File: src/logic/sport_pkg.sv
`default_nettype none
// ------------------------------------------------------------
// Shared constants and types of the serial port.
// ------------------------------------------------------------
package sport_pkg;

	// CPU clock period; one period equals 2H.
	localparam int CLK_PERIOD_NS = 10;
	// Extra output-enable delay of the first bit (4H).
	localparam int OE_EXTRA_NS = 20;
	localparam int OE_EXTRA_CYC = (OE_EXTRA_NS + CLK_PERIOD_NS - 1) / CLK_PERIOD_NS;

	// Default sizes.
	localparam int DIV_W = 8;
	localparam int WORD_BITS = 16;
	localparam int FRAME_BITS = 32;
	localparam int FIFO_DEPTH = 16;

	// First bit delay encodings.
	localparam logic [1:0] DLY_ZERO = 2'h0;
	localparam logic [1:0] DLY_ONE = 2'h1;
	localparam logic [1:0] DLY_TWO = 2'h2;

	// Positions of the synchronised pins.
	localparam int PIN_RXC = 0;
	localparam int PIN_TXC = 1;
	localparam int PIN_RXF = 2;
	localparam int PIN_TXF = 3;
	localparam int PIN_DIN = 4;
	localparam int PIN_N = 5;

	// Static configuration of the port.
	typedef struct packed {
		logic [DIV_W-1:0] bit_clock_divider;
		logic rx_clock_polarity;
		logic tx_clock_polarity;
		logic rx_sync_polarity;
		logic tx_sync_polarity;
		logic rx_clock_internal;
		logic tx_clock_internal;
		logic rx_sync_internal;
		logic tx_sync_internal;
		logic [1:0] rx_first_bit_delay;
		logic [1:0] tx_first_bit_delay;
		logic out_enable_extra_delay;
	} port_cfg_t;

	typedef enum logic [1:0] {TX_IDLE = 2'b00, TX_ARM = 2'b01, TX_SHIFT = 2'b10} tx_state_t;
	typedef enum logic [1:0] {RX_IDLE = 2'b00, RX_WAIT = 2'b01, RX_SHIFT = 2'b10} rx_state_t;

endpackage
`default_nettype wire

File: src/logic/serial_port.sv
// Operation
// RQ1: Internal bit clock period is (1 + divider) CPU clock periods; a divider of 0 is run as 1, giving 2 periods.
// RQ2: Low phase is half period for odd divider, divider/2 periods when even.
// RQ3: High phase is half period for odd divider, divider/2+1 periods when even.
// RQ4: A set polarity bit inverts its clock or frame sync and all edge references.
// RQ5: Receive data is sampled on the falling receive bit clock edge.
// RQ6: External receive frame sync is sampled on the falling receive clock edge.
// RQ7: External transmit frame sync is sampled on the falling transmit clock edge.
// RQ8: Internal frame syncs update on the rising edge of their bit clock.
// RQ9: All transmit bits except the first launch on the rising clock edge.
// RQ10: With one or two bit delay the first bit launches on a rising edge.
// RQ11: With zero delay the first bit is driven directly from the frame sync edge.
// RQ12: The enable delay option postpones driving the first bit by 4H.
// RQ13: After the last bit the output goes high impedance on the next rising edge.
// RQ14: External clock and sync pins are inputs, synchronised before use.
`timescale 1ns/1ps
`default_nettype none
module serial_port #(
	parameter int WORD_BITS = sport_pkg::WORD_BITS,
	parameter int FRAME_BITS = sport_pkg::FRAME_BITS,
	parameter int FIFO_DEPTH = sport_pkg::FIFO_DEPTH
) (
	input wire logic mclk,
	input wire logic srst,
	input wire sport_pkg::port_cfg_t cfg,
	input wire logic [WORD_BITS-1:0] tx_word,
	input wire logic tx_word_valid,
	output logic tx_word_ready,
	output logic [WORD_BITS-1:0] rx_word,
	output logic rx_word_valid,
	output logic tx_underrun,
	input wire logic rx_bit_clock_i,
	output logic rx_bit_clock_o,
	output logic rx_bit_clock_oe,
	input wire logic tx_bit_clock_i,
	output logic tx_bit_clock_o,
	output logic tx_bit_clock_oe,
	input wire logic rx_frame_sync_i,
	output logic rx_frame_sync_o,
	output logic rx_frame_sync_oe,
	input wire logic tx_frame_sync_i,
	output logic tx_frame_sync_o,
	output logic tx_frame_sync_oe,
	input wire logic serial_in_line,
	output logic serial_out_line,
	output logic serial_out_line_oe
);
	localparam int DW = sport_pkg::DIV_W;
	localparam int CW = $clog2(WORD_BITS);
	localparam int FW = $clog2(FRAME_BITS);

	// ------------------------------------------------------------
	// Pin synchronisers
	// ------------------------------------------------------------
	logic [sport_pkg::PIN_N-1:0] s1_r;
	logic [sport_pkg::PIN_N-1:0] s2_r;
	logic [sport_pkg::PIN_N-1:0] s3_r;
	wire [sport_pkg::PIN_N-1:0] pins = {serial_in_line, tx_frame_sync_i, rx_frame_sync_i,
		tx_bit_clock_i, rx_bit_clock_i};

	// RQ14: two-stage sync
	// Two stages per pin; the third stage only feeds edge detection.
	always_ff @(posedge mclk)
	begin
		s1_r <= pins;
		s2_r <= s1_r;
		s3_r <= s2_r;
	end

	// ------------------------------------------------------------
	// Internal bit clock divider
	// ------------------------------------------------------------
	logic clkg_r;
	logic clkg_d_r;
	logic [DW-1:0] ph_r;
	wire [DW-1:0] div_eff = (cfg.bit_clock_divider == '0) ? DW'(1) : cfg.bit_clock_divider;
	// RQ2: low phase length
	wire [DW-1:0] lo_len = (div_eff >> 1) + DW'(div_eff[0]);
	// RQ3: high phase length
	wire [DW-1:0] hi_len = (div_eff >> 1) + DW'(1);

	// RQ1: period from both phases
	// Each phase counts down; the next phase length loads at the toggle.
	always_ff @(posedge mclk)
	begin
		if (srst)
		begin
			clkg_r <= 1'b0;
			clkg_d_r <= 1'b0;
			ph_r <= '0;
		end
		else
		begin
			clkg_d_r <= clkg_r;
			if (ph_r == '0)
			begin
				clkg_r <= !clkg_r;
				ph_r <= clkg_r ? lo_len - DW'(1) : hi_len - DW'(1);
			end
			else
				ph_r <= ph_r - DW'(1);
		end
	end

	// ------------------------------------------------------------
	// Edge and frame sync decoding
	// ------------------------------------------------------------
	// RQ4: polarity correction
	// Clock levels seen with the polarity removed, now and one cycle earlier.
	wire rx_now = cfg.rx_clock_internal ? clkg_r : s2_r[sport_pkg::PIN_RXC] ^ cfg.rx_clock_polarity;
	wire rx_prev = cfg.rx_clock_internal ? clkg_d_r : s3_r[sport_pkg::PIN_RXC] ^ cfg.rx_clock_polarity;
	wire tx_now = cfg.tx_clock_internal ? clkg_r : s2_r[sport_pkg::PIN_TXC] ^ cfg.tx_clock_polarity;
	wire tx_prev = cfg.tx_clock_internal ? clkg_d_r : s3_r[sport_pkg::PIN_TXC] ^ cfg.tx_clock_polarity;
	wire rx_rise = rx_now && !rx_prev;
	wire rx_fall = !rx_now && rx_prev;
	wire tx_rise = tx_now && !tx_prev;
	wire tx_fall = !tx_now && tx_prev;

	logic rx_fs_r;
	logic tx_fs_r;
	logic [FW-1:0] rx_fcnt_r;
	logic [FW-1:0] tx_fcnt_r;
	sport_pkg::tx_state_t tx_state_r;
	sport_pkg::rx_state_t rx_state_r;
	logic fifo_valid;
	logic [WORD_BITS-1:0] fifo_data;

	// Frame sync levels with the polarity removed.
	wire rx_fs_act = cfg.rx_sync_internal ? rx_fs_r : s2_r[sport_pkg::PIN_RXF] ^ cfg.rx_sync_polarity;
	wire tx_fs_ext = s2_r[sport_pkg::PIN_TXF] ^ cfg.tx_sync_polarity;
	wire tx_fs_ext_d = s3_r[sport_pkg::PIN_TXF] ^ cfg.tx_sync_polarity;
	wire tx_fs_act = cfg.tx_sync_internal ? tx_fs_r : tx_fs_ext;
	// An internal transmit frame starts only when a word is waiting.
	wire tx_fs_set = tx_rise && (tx_fcnt_r == '0) && fifo_valid && (tx_state_r == sport_pkg::TX_IDLE);
	wire tx_fs_edge = cfg.tx_sync_internal ? tx_fs_set : (tx_fs_ext && !tx_fs_ext_d);

	// RQ8: syncs move on rising edges
	// Internal frame syncs are one bit wide; receive gives one per frame period, transmit one only in frames where a word is waiting.
	always_ff @(posedge mclk)
	begin
		if (srst)
		begin
			rx_fs_r <= 1'b0;
			tx_fs_r <= 1'b0;
			rx_fcnt_r <= '0;
			tx_fcnt_r <= '0;
		end
		else
		begin
			if (rx_rise)
			begin
				rx_fs_r <= (rx_fcnt_r == '0);
				rx_fcnt_r <= (rx_fcnt_r == FW'(FRAME_BITS - 1)) ? '0 : rx_fcnt_r + FW'(1);
			end
			if (tx_rise)
			begin
				tx_fs_r <= tx_fs_set;
				tx_fcnt_r <= (tx_fcnt_r == FW'(FRAME_BITS - 1)) ? '0 : tx_fcnt_r + FW'(1);
			end
		end
	end

	// RQ14: outputs only when internal
	// Pin drivers put the polarity back on.
	assign rx_bit_clock_o = clkg_r ^ cfg.rx_clock_polarity;
	assign tx_bit_clock_o = clkg_r ^ cfg.tx_clock_polarity;
	assign rx_frame_sync_o = rx_fs_r ^ cfg.rx_sync_polarity;
	assign tx_frame_sync_o = tx_fs_r ^ cfg.tx_sync_polarity;
	assign rx_bit_clock_oe = cfg.rx_clock_internal;
	assign tx_bit_clock_oe = cfg.tx_clock_internal;
	assign rx_frame_sync_oe = cfg.rx_sync_internal;
	assign tx_frame_sync_oe = cfg.tx_sync_internal;

	// ------------------------------------------------------------
	// Transmitter
	// ------------------------------------------------------------
	logic [WORD_BITS-1:0] tx_sr_r;
	logic [CW-1:0] tx_cnt_r;
	logic [1:0] tx_wait_r;
	logic [1:0] oe_wait_r;
	logic tx_out_r;
	logic underrun_r;

	// RQ11: zero delay starts on sync edge
	wire tx_start0 = (tx_state_r == sport_pkg::TX_IDLE) && (cfg.tx_first_bit_delay == sport_pkg::DLY_ZERO)
		&& tx_fs_edge;
	// RQ7: sync sampled on falling edge
	wire tx_sample = (tx_state_r == sport_pkg::TX_IDLE) && (cfg.tx_first_bit_delay != sport_pkg::DLY_ZERO)
		&& tx_fall && tx_fs_act;
	// RQ10: delayed first bit on a rising edge
	wire tx_launch_d = (tx_state_r == sport_pkg::TX_ARM) && tx_rise && (tx_wait_r == 2'h1);
	wire tx_launch = tx_start0 || tx_launch_d;
	wire fifo_pop = tx_launch && fifo_valid;

	word_fifo #(
		.WIDTH(WORD_BITS),
		.DEPTH(FIFO_DEPTH)
	) u_fifo (
		.mclk(mclk),
		.srst(srst),
		.in_data(tx_word),
		.in_valid(tx_word_valid),
		.in_ready(tx_word_ready),
		.out_data(fifo_data),
		.out_valid(fifo_valid),
		.out_ready(fifo_pop)
	);

	// RQ13: release line after last bit
	// The line is driven only while shifting, once the enable delay has run out.
	assign serial_out_line_oe = (tx_state_r == sport_pkg::TX_SHIFT) && (oe_wait_r == 2'h0);
	assign serial_out_line = tx_out_r;
	assign tx_underrun = underrun_r;

	// Transmit sequencing: arm, launch, shift, release.
	always_ff @(posedge mclk)
	begin
		if (srst)
		begin
			tx_state_r <= sport_pkg::TX_IDLE;
			tx_sr_r <= '0;
			tx_cnt_r <= '0;
			tx_wait_r <= '0;
			oe_wait_r <= '0;
			tx_out_r <= 1'b0;
			underrun_r <= 1'b0;
		end
		else
		begin
			underrun_r <= tx_launch && !fifo_valid;
			if (oe_wait_r != 2'h0)
				oe_wait_r <= oe_wait_r - 2'h1;
			if (fifo_pop)
			begin
				tx_state_r <= sport_pkg::TX_SHIFT;
				tx_sr_r <= fifo_data;
				tx_out_r <= fifo_data[WORD_BITS-1];
				tx_cnt_r <= CW'(WORD_BITS - 1);
				// RQ12: postpone first drive
				oe_wait_r <= cfg.out_enable_extra_delay ? 2'(sport_pkg::OE_EXTRA_CYC) : 2'h0;
			end
			else if (tx_launch)
				tx_state_r <= sport_pkg::TX_IDLE;
			else if (tx_sample)
			begin
				tx_state_r <= sport_pkg::TX_ARM;
				tx_wait_r <= cfg.tx_first_bit_delay;
			end
			else if (tx_state_r == sport_pkg::TX_ARM && tx_rise)
				tx_wait_r <= tx_wait_r - 2'h1;
			else if (tx_state_r == sport_pkg::TX_SHIFT && tx_rise)
			begin
				// RQ9: later bits on rising edge
				if (tx_cnt_r == '0)
					tx_state_r <= sport_pkg::TX_IDLE;
				else
				begin
					tx_sr_r <= {tx_sr_r[WORD_BITS-2:0], 1'b0};
					tx_out_r <= tx_sr_r[WORD_BITS-2];
					tx_cnt_r <= tx_cnt_r - CW'(1);
				end
			end
		end
	end

	// ------------------------------------------------------------
	// Receiver
	// ------------------------------------------------------------
	logic [WORD_BITS-1:0] rx_sr_r;
	logic [CW-1:0] rx_cnt_r;
	logic [1:0] rx_wait_r;
	logic [WORD_BITS-1:0] rx_word_r;
	logic rx_valid_r;
	wire rx_bit = s2_r[sport_pkg::PIN_DIN];
	// RQ6: sync sampled on falling edge
	wire rx_start = (rx_state_r == sport_pkg::RX_IDLE) && rx_fall && rx_fs_act;
	wire rx_cap = rx_fall && ((rx_start && cfg.rx_first_bit_delay == sport_pkg::DLY_ZERO)
		|| (rx_state_r == sport_pkg::RX_WAIT && rx_wait_r == 2'h1) || rx_state_r == sport_pkg::RX_SHIFT);

	assign rx_word = rx_word_r;
	assign rx_word_valid = rx_valid_r;

	// RQ5: capture on falling edge
	// Bits shift in MSB first; a full word is handed out as a one-cycle pulse.
	always_ff @(posedge mclk)
	begin
		if (srst)
		begin
			rx_state_r <= sport_pkg::RX_IDLE;
			rx_sr_r <= '0;
			rx_cnt_r <= '0;
			rx_wait_r <= '0;
			rx_word_r <= '0;
			rx_valid_r <= 1'b0;
		end
		else
		begin
			rx_valid_r <= 1'b0;
			if (rx_cap)
				rx_sr_r <= {rx_sr_r[WORD_BITS-2:0], rx_bit};
			if (rx_cap && rx_state_r != sport_pkg::RX_SHIFT)
			begin
				rx_state_r <= sport_pkg::RX_SHIFT;
				rx_cnt_r <= CW'(WORD_BITS - 1);
			end
			else if (rx_cap)
			begin
				rx_cnt_r <= rx_cnt_r - CW'(1);
				if (rx_cnt_r == CW'(1))
				begin
					rx_state_r <= sport_pkg::RX_IDLE;
					rx_word_r <= {rx_sr_r[WORD_BITS-2:0], rx_bit};
					rx_valid_r <= 1'b1;
				end
			end
			else if (rx_start)
			begin
				rx_state_r <= sport_pkg::RX_WAIT;
				rx_wait_r <= cfg.rx_first_bit_delay;
			end
			else if (rx_state_r == sport_pkg::RX_WAIT && rx_fall)
				rx_wait_r <= rx_wait_r - 2'h1;
		end
	end

	logic [DW:0] per_r;
	logic [DW:0] ph_cnt_r;
	logic [1:0] eg_r;
	logic [DW-1:0] div_d_r;
	wire int_rise = clkg_r && !clkg_d_r;
	wire int_fall = !clkg_r && clkg_d_r;

	// Helper counters measure the internal clock after the divider settles.
	always_ff @(posedge mclk)
	begin
		div_d_r <= cfg.bit_clock_divider;
		if (srst || div_d_r != cfg.bit_clock_divider)
			eg_r <= 2'h0;
		else if ((int_rise || int_fall) && eg_r != 2'h3)
			eg_r <= eg_r + 2'h1;
		per_r <= int_rise ? '0 : per_r + (DW+1)'(1);
		ph_cnt_r <= (int_rise || int_fall) ? '0 : ph_cnt_r + (DW+1)'(1);
	end
endmodule
`default_nettype wire

File: src/logic/word_fifo.sv
`timescale 1ns/1ps
`default_nettype none
// ------------------------------------------------------------
// Synchronous FIFO with valid/ready on both sides.
// ------------------------------------------------------------
module word_fifo #(
	parameter int WIDTH = 16,
	parameter int DEPTH = 16
) (
	input wire logic mclk,
	input wire logic srst,
	input wire logic [WIDTH-1:0] in_data,
	input wire logic in_valid,
	output logic in_ready,
	output logic [WIDTH-1:0] out_data,
	output logic out_valid,
	input wire logic out_ready
);
	localparam int AW = $clog2(DEPTH);

	logic [WIDTH-1:0] mem [DEPTH];
	logic [AW-1:0] wr_r;
	logic [AW-1:0] rd_r;
	logic [AW:0] fill_r;
	wire push = in_valid && in_ready;
	wire pop = out_valid && out_ready;

	// Full and empty follow the fill level directly.
	assign in_ready = (fill_r != (AW+1)'(DEPTH));
	assign out_valid = (fill_r != '0);
	assign out_data = mem[rd_r];

	// Storage array write port.
	always_ff @(posedge mclk)
	begin
		if (push)
			mem[wr_r] <= in_data;
	end

	// Pointers wrap at the depth.
	always_ff @(posedge mclk)
	begin
		if (srst)
		begin
			wr_r <= '0;
			rd_r <= '0;
			fill_r <= '0;
		end
		else
		begin
			if (push)
				wr_r <= (wr_r == AW'(DEPTH - 1)) ? '0 : wr_r + 1'b1;
			if (pop)
				rd_r <= (rd_r == AW'(DEPTH - 1)) ? '0 : rd_r + 1'b1;
			if (push && !pop)
				fill_r <= fill_r + 1'b1;
			else if (pop && !push)
				fill_r <= fill_r - 1'b1;
		end
	end
endmodule
`default_nettype wire

File: config.mk
export PLATFORM = sky130hd
export DESIGN_NAME = serial_port
export DESIGN_NICKNAME = d
export VERILOG_FILES = /design/src/logic/sport_pkg.sv /design/src/logic/serial_port.sv /design/src/logic/word_fifo.sv
export SDC_FILE = /design/constraint.sdc
export NUM_CORES = 1
export LEC_CHECK = 0
export BUFFER_PORTS_ARGS = -buffer_cell sky130_fd_sc_hd__buf_2
export CELL_PAD_IN_SITES_DETAIL_PLACEMENT = 0
export CELL_PAD_IN_SITES_GLOBAL_PLACEMENT = 1
export CORE_MARGIN = 2
export CORE_UTILIZATION = 35
export DETAILED_ROUTE_END_ITERATION = 16
export GPL_TIMING_DRIVEN = 0
export PLACE_DENSITY_LB_ADDON = 0.3
export SETUP_SLACK_MARGIN = 0.5
export SYNTH_ARGS = -nofsm -noshare
export SYNTH_HDL_FRONTEND = slang
export SYNTH_SLANG_ARGS = --single-unit
File: constraint.sdc
create_clock -name mclk -period 4.2 [get_ports mclk]
set_clock_uncertainty 0.05 [all_clocks]
set_input_delay 0.42 -clock mclk [delete_from_list [all_inputs] [get_ports mclk]]
set_output_delay 0.42 -clock mclk [all_outputs]
set_load 0.05 [all_outputs]
==> impl_metrics.csv <==
group,metric,value,unit
power_and_ir_drop,power_density,504,nW/um^2
setup_path,cp_slowest_cell,"or4_4",
power_and_ir_drop,leakagePower,6.37,nW
placement,hpwlAfterDp,23200,um
routing,wl_per_cell,20.1,um
setup_path,crit_path_end_kind,"flop",
sta,slew_headroom,35.7,%
final_layout,ff_latch_area,10100,um^2
setup_path,path_class,"reg2reg",
clocking,worstSkewPairLatency,0.58,ns
clocking,ctsLongestPathBuffers,3,
yosys,ys_async_sr_fraction,0,%
yosys,synth.distinct_cells,63,
die,core,42800,um^2
hold_path,hp-class,"in2reg",
routing,postRouteAntennaNets,0,
final_layout,fillers,3956,
routing,num_vias,8739,
sta,rsz0062_at_grt,"no",
yosys,ys.flop_type,"edfxtp_1",
sta,final-hold-violation-count,0,
status,status,"finished clean",
final_layout,finalNetCount,1214,
power_and_ir_drop,totalPowerFinal,9.05,mW
die,die_h,212,um
sta,tns,0,ns
grt,grt_pass1_vias,8801,
placement,portBuffers,72,
routing,first_pass_iters,4,
setup_path,path_cells,"or4_4 > o211ai_4 > a21oi_1 > o211a_4 > inv_6 > buf_8 > ha_4 > inv_1 > ha_1 > nor2b_1 > o21a_1 > or3_1 > a21oi_2 > xnor2_1 > nor2_1",
routing,route.detailed.drc,0,
setup_path,crit_arrival,3.91,ns
yosys,synth_edf_count,256,
yosys,syn_area,15100,um^2
clocking,path_clk_slew,0.06,ns
die,num_rows,76,
sta,worst_pin_slew,0.940,ns
yosys,ys_seq_area_share,66.7,%
routing,avgViaCountPerCell,5.08,
final_layout,final_common_cell,"edfxtp_1",
clocking,post_cts_buffers,0,
setup_path,critPathRequiredTime,4.59,ns
routing,totalWireLength,34500,um
grt,grt_pass1_wl,52500,um
sta,maxSlewViolCount,0,
clocking,cts_tree,"done",
final_layout,multi_input_area,4750,um^2
final_layout,antennaDiodeCount,0,
setup_path,worstSetupStartpointType,"flop",
placement,place_congestion,0.752,
power_and_ir_drop,peakVddDrop,347,uV
yosys,yosysWarningCount,0,
final_layout,drive_gt1_share,23.1,%
clocking,clock_sinks,375,
clocking,cts_inserted_buffers,42,
sta,setup_viol,0,
sta,fin_ws,0.684,ns
die,die-area,44800,um^2
yosys,ys_seq_elements,375,
yosys,postSynthAreaPerCell,15.0,um^2
grt,gr-total-overflow,0,
die,io_pins,74,
final_layout,synthToLayoutAreaGrowth,18.7,%
die,die_w,212,um
grt,grtUsageTotal,15.7,%
final_layout,final_cell_count_no_fill,1721,
routing,drt_iter0_markers,526,
sta,clock.fmax,0.284,GHz
setup_path,path_max_fanout,10,
sta,fin_crit,3.52,ns
sta,worst_hold_slack,0.0601,ns
die,start_util,35.3,%
yosys,synthCells,1004,
yosys,syn_nets,1075,
placement,place_ws,0.267,ns
setup_path,max_stage_delay,0.57,ns
final_layout,final_cell_mix,"256 x edfxtp_1, 119 x dfxtp_1, 85 x nor2_1",
placement,dp_cells,1640,
clocking,h-tree-depth,2,
grt,antenna_found_initial,0,
setup_path,r2r_slack,0.68,ns
flow_run,cap_violations,0,
clocking,cts-root-buf,"clkbuf_16",
grt,grt_max_degree,17,
sta,finalCritPeriodShare,83.7,%
## routing by layer
layer / track usage (%) / vias to the layer above / share of wire, %
met1: 20.8 / 4375 / 46
met3: 3.38 / 50 / 4.5
met4: 3.91 / 0 / 1.8
met5: 0 / - / 0
met2: 26.3 / 183 / 48
li1: - / 4131 / -
## state kept, by name, summed over array words and instances, names as in the netlist, 3 cells and up, named ones only
register       flops
ph_r               8
rx_cnt_r           4
rx_fcnt_r          5
rx_sr_r           15
rx_word           16
s1_r               5
s2_r               5
s3_r               3
tx_cnt_r           4
tx_fcnt_r          5
tx_sr_r           15
u_fifo.fill_r      5
u_fifo.mem       256
u_fifo.rd_r        4
u_fifo.wr_r        4
## stage by stage
stage                     utilization, %  cell area, um^2
final                               41.9            17900
after global routing                41.9            17900
after CTS                           41.8            17900
after detailed placement            38.5            16500
after global placement              37.7            16100
after floorplan                        -            15100
## power breakdown
part           internal, mW  total (mW)  switching [mW]
sequential             4.12        4.24           0.115
combinational         0.499        1.19           0.695
clock                  2.13        3.61            1.49
## final timing paths
path | start | endpoint | cells after the start
setup / recovery | u_fifo.fill_r[0]$_SDFFE_PP0P_ | u_fifo.fill_r[4]$_SDFFE_PP0P_ | 15
hold / removal | cfg[0] | oe_wait_r[1]$_SDFFE_PP0P_ | 3
setup reg to reg | u_fifo.fill_r[0]$_SDFFE_PP0P_ | u_fifo.fill_r[4]$_SDFFE_PP0P_ | 15
hold reg to reg | s1_r[1]$_DFF_P_ | s2_r[1]$_DFF_P_ | 0
## layout make-up
type / count / area share (%)
Buffer: 53 / 1.55
Multi-Input combinational cell: 549 / 26.5
Clock inverter: 21 / 1.21
Timing Repair Buffer: 95 / 3.79
Tap cell: 546 / 3.81
Inverter: 27 / 0.593
Clock buffer: 55 / 6.42
Sequential cell: 375 / 56.1
## synth_stat cells, types with 2 or more instances
master,number,area [um^2]
buf_6,4,45.0
buf_4,9,67.6
mux4_2,64,1440
o21a_1,2,15.0
and2_1,3,18.8
buf_2,9,45.0
or3_1,2,12.5
nor2b_1,19,119
nand2_1,43,161
mux2_2,3,33.8
o31ai_1,17,128
a311oi_1,5,43.8
a22oi_1,18,135
nand3b_1,3,22.5
a221oi_1,2,17.5
nand3_1,8,40.0
nor3_1,14,70.1
nor3b_1,5,37.5
nand2b_1,8,50.1
xnor2_1,11,96.3
clkbuf_1,29,109
o22ai_1,8,50.1
or3b_2,2,17.5
a21oi_1,48,240
mux2i_1,49,490
xor2_1,12,105
and3b_1,2,17.5
buf_1,2,7.51
and3_1,3,18.8
edfxtp_1,256,7690
nor4_1,7,43.8
a2111oi_0,3,26.3
inv_1,26,97.6
ha_1,25,313
a211oi_1,14,105
or2_2,4,25.0
o21ai_0,11,55.1
or4_1,13,97.6
nor2_1,97,364
a31oi_1,3,18.8
dfxtp_1,119,2380
## logic make-up (layout without fill, tap and decap cells)
logic type / Yosys count / count (layout) / synth area share, %
flops: 375 / 375 / 66.7
compound gates: 142 / 142 / 6.28
fa+ha+maj: 26 / 26 / 2.20
mux: 116 / 116 / 13.0
buf+inv: 80 / 251 / 2.50
xor+xnor: 23 / 23 / 1.33
simple gates: 242 / 242 / 8.01
## critical path: cells and delay by family (launching register included)
family / cells / cell delay [ns]
AND/OR/NAND/NOR: 4 / 1.08
AO/OA/AOI/OAI: 5 / 0.93
adder cells (fa/ha/maj): 2 / 0.48
buffers and inverters: 3 / 0.36
flip-flops: 1 / 0.35
XOR/XNOR: 1 / 0.12
## timing repair
action | 4_1_cts | 5_1_grt
endpoints found under the setup margin | 1 | 1
pin swaps | 0 | 1
hold buffers | 5 | 0
hold endpoints to repair | 5 | 0
cloned | 0 | 0
resized for setup | 1 | 8
(Power assumes the default switching activity.)
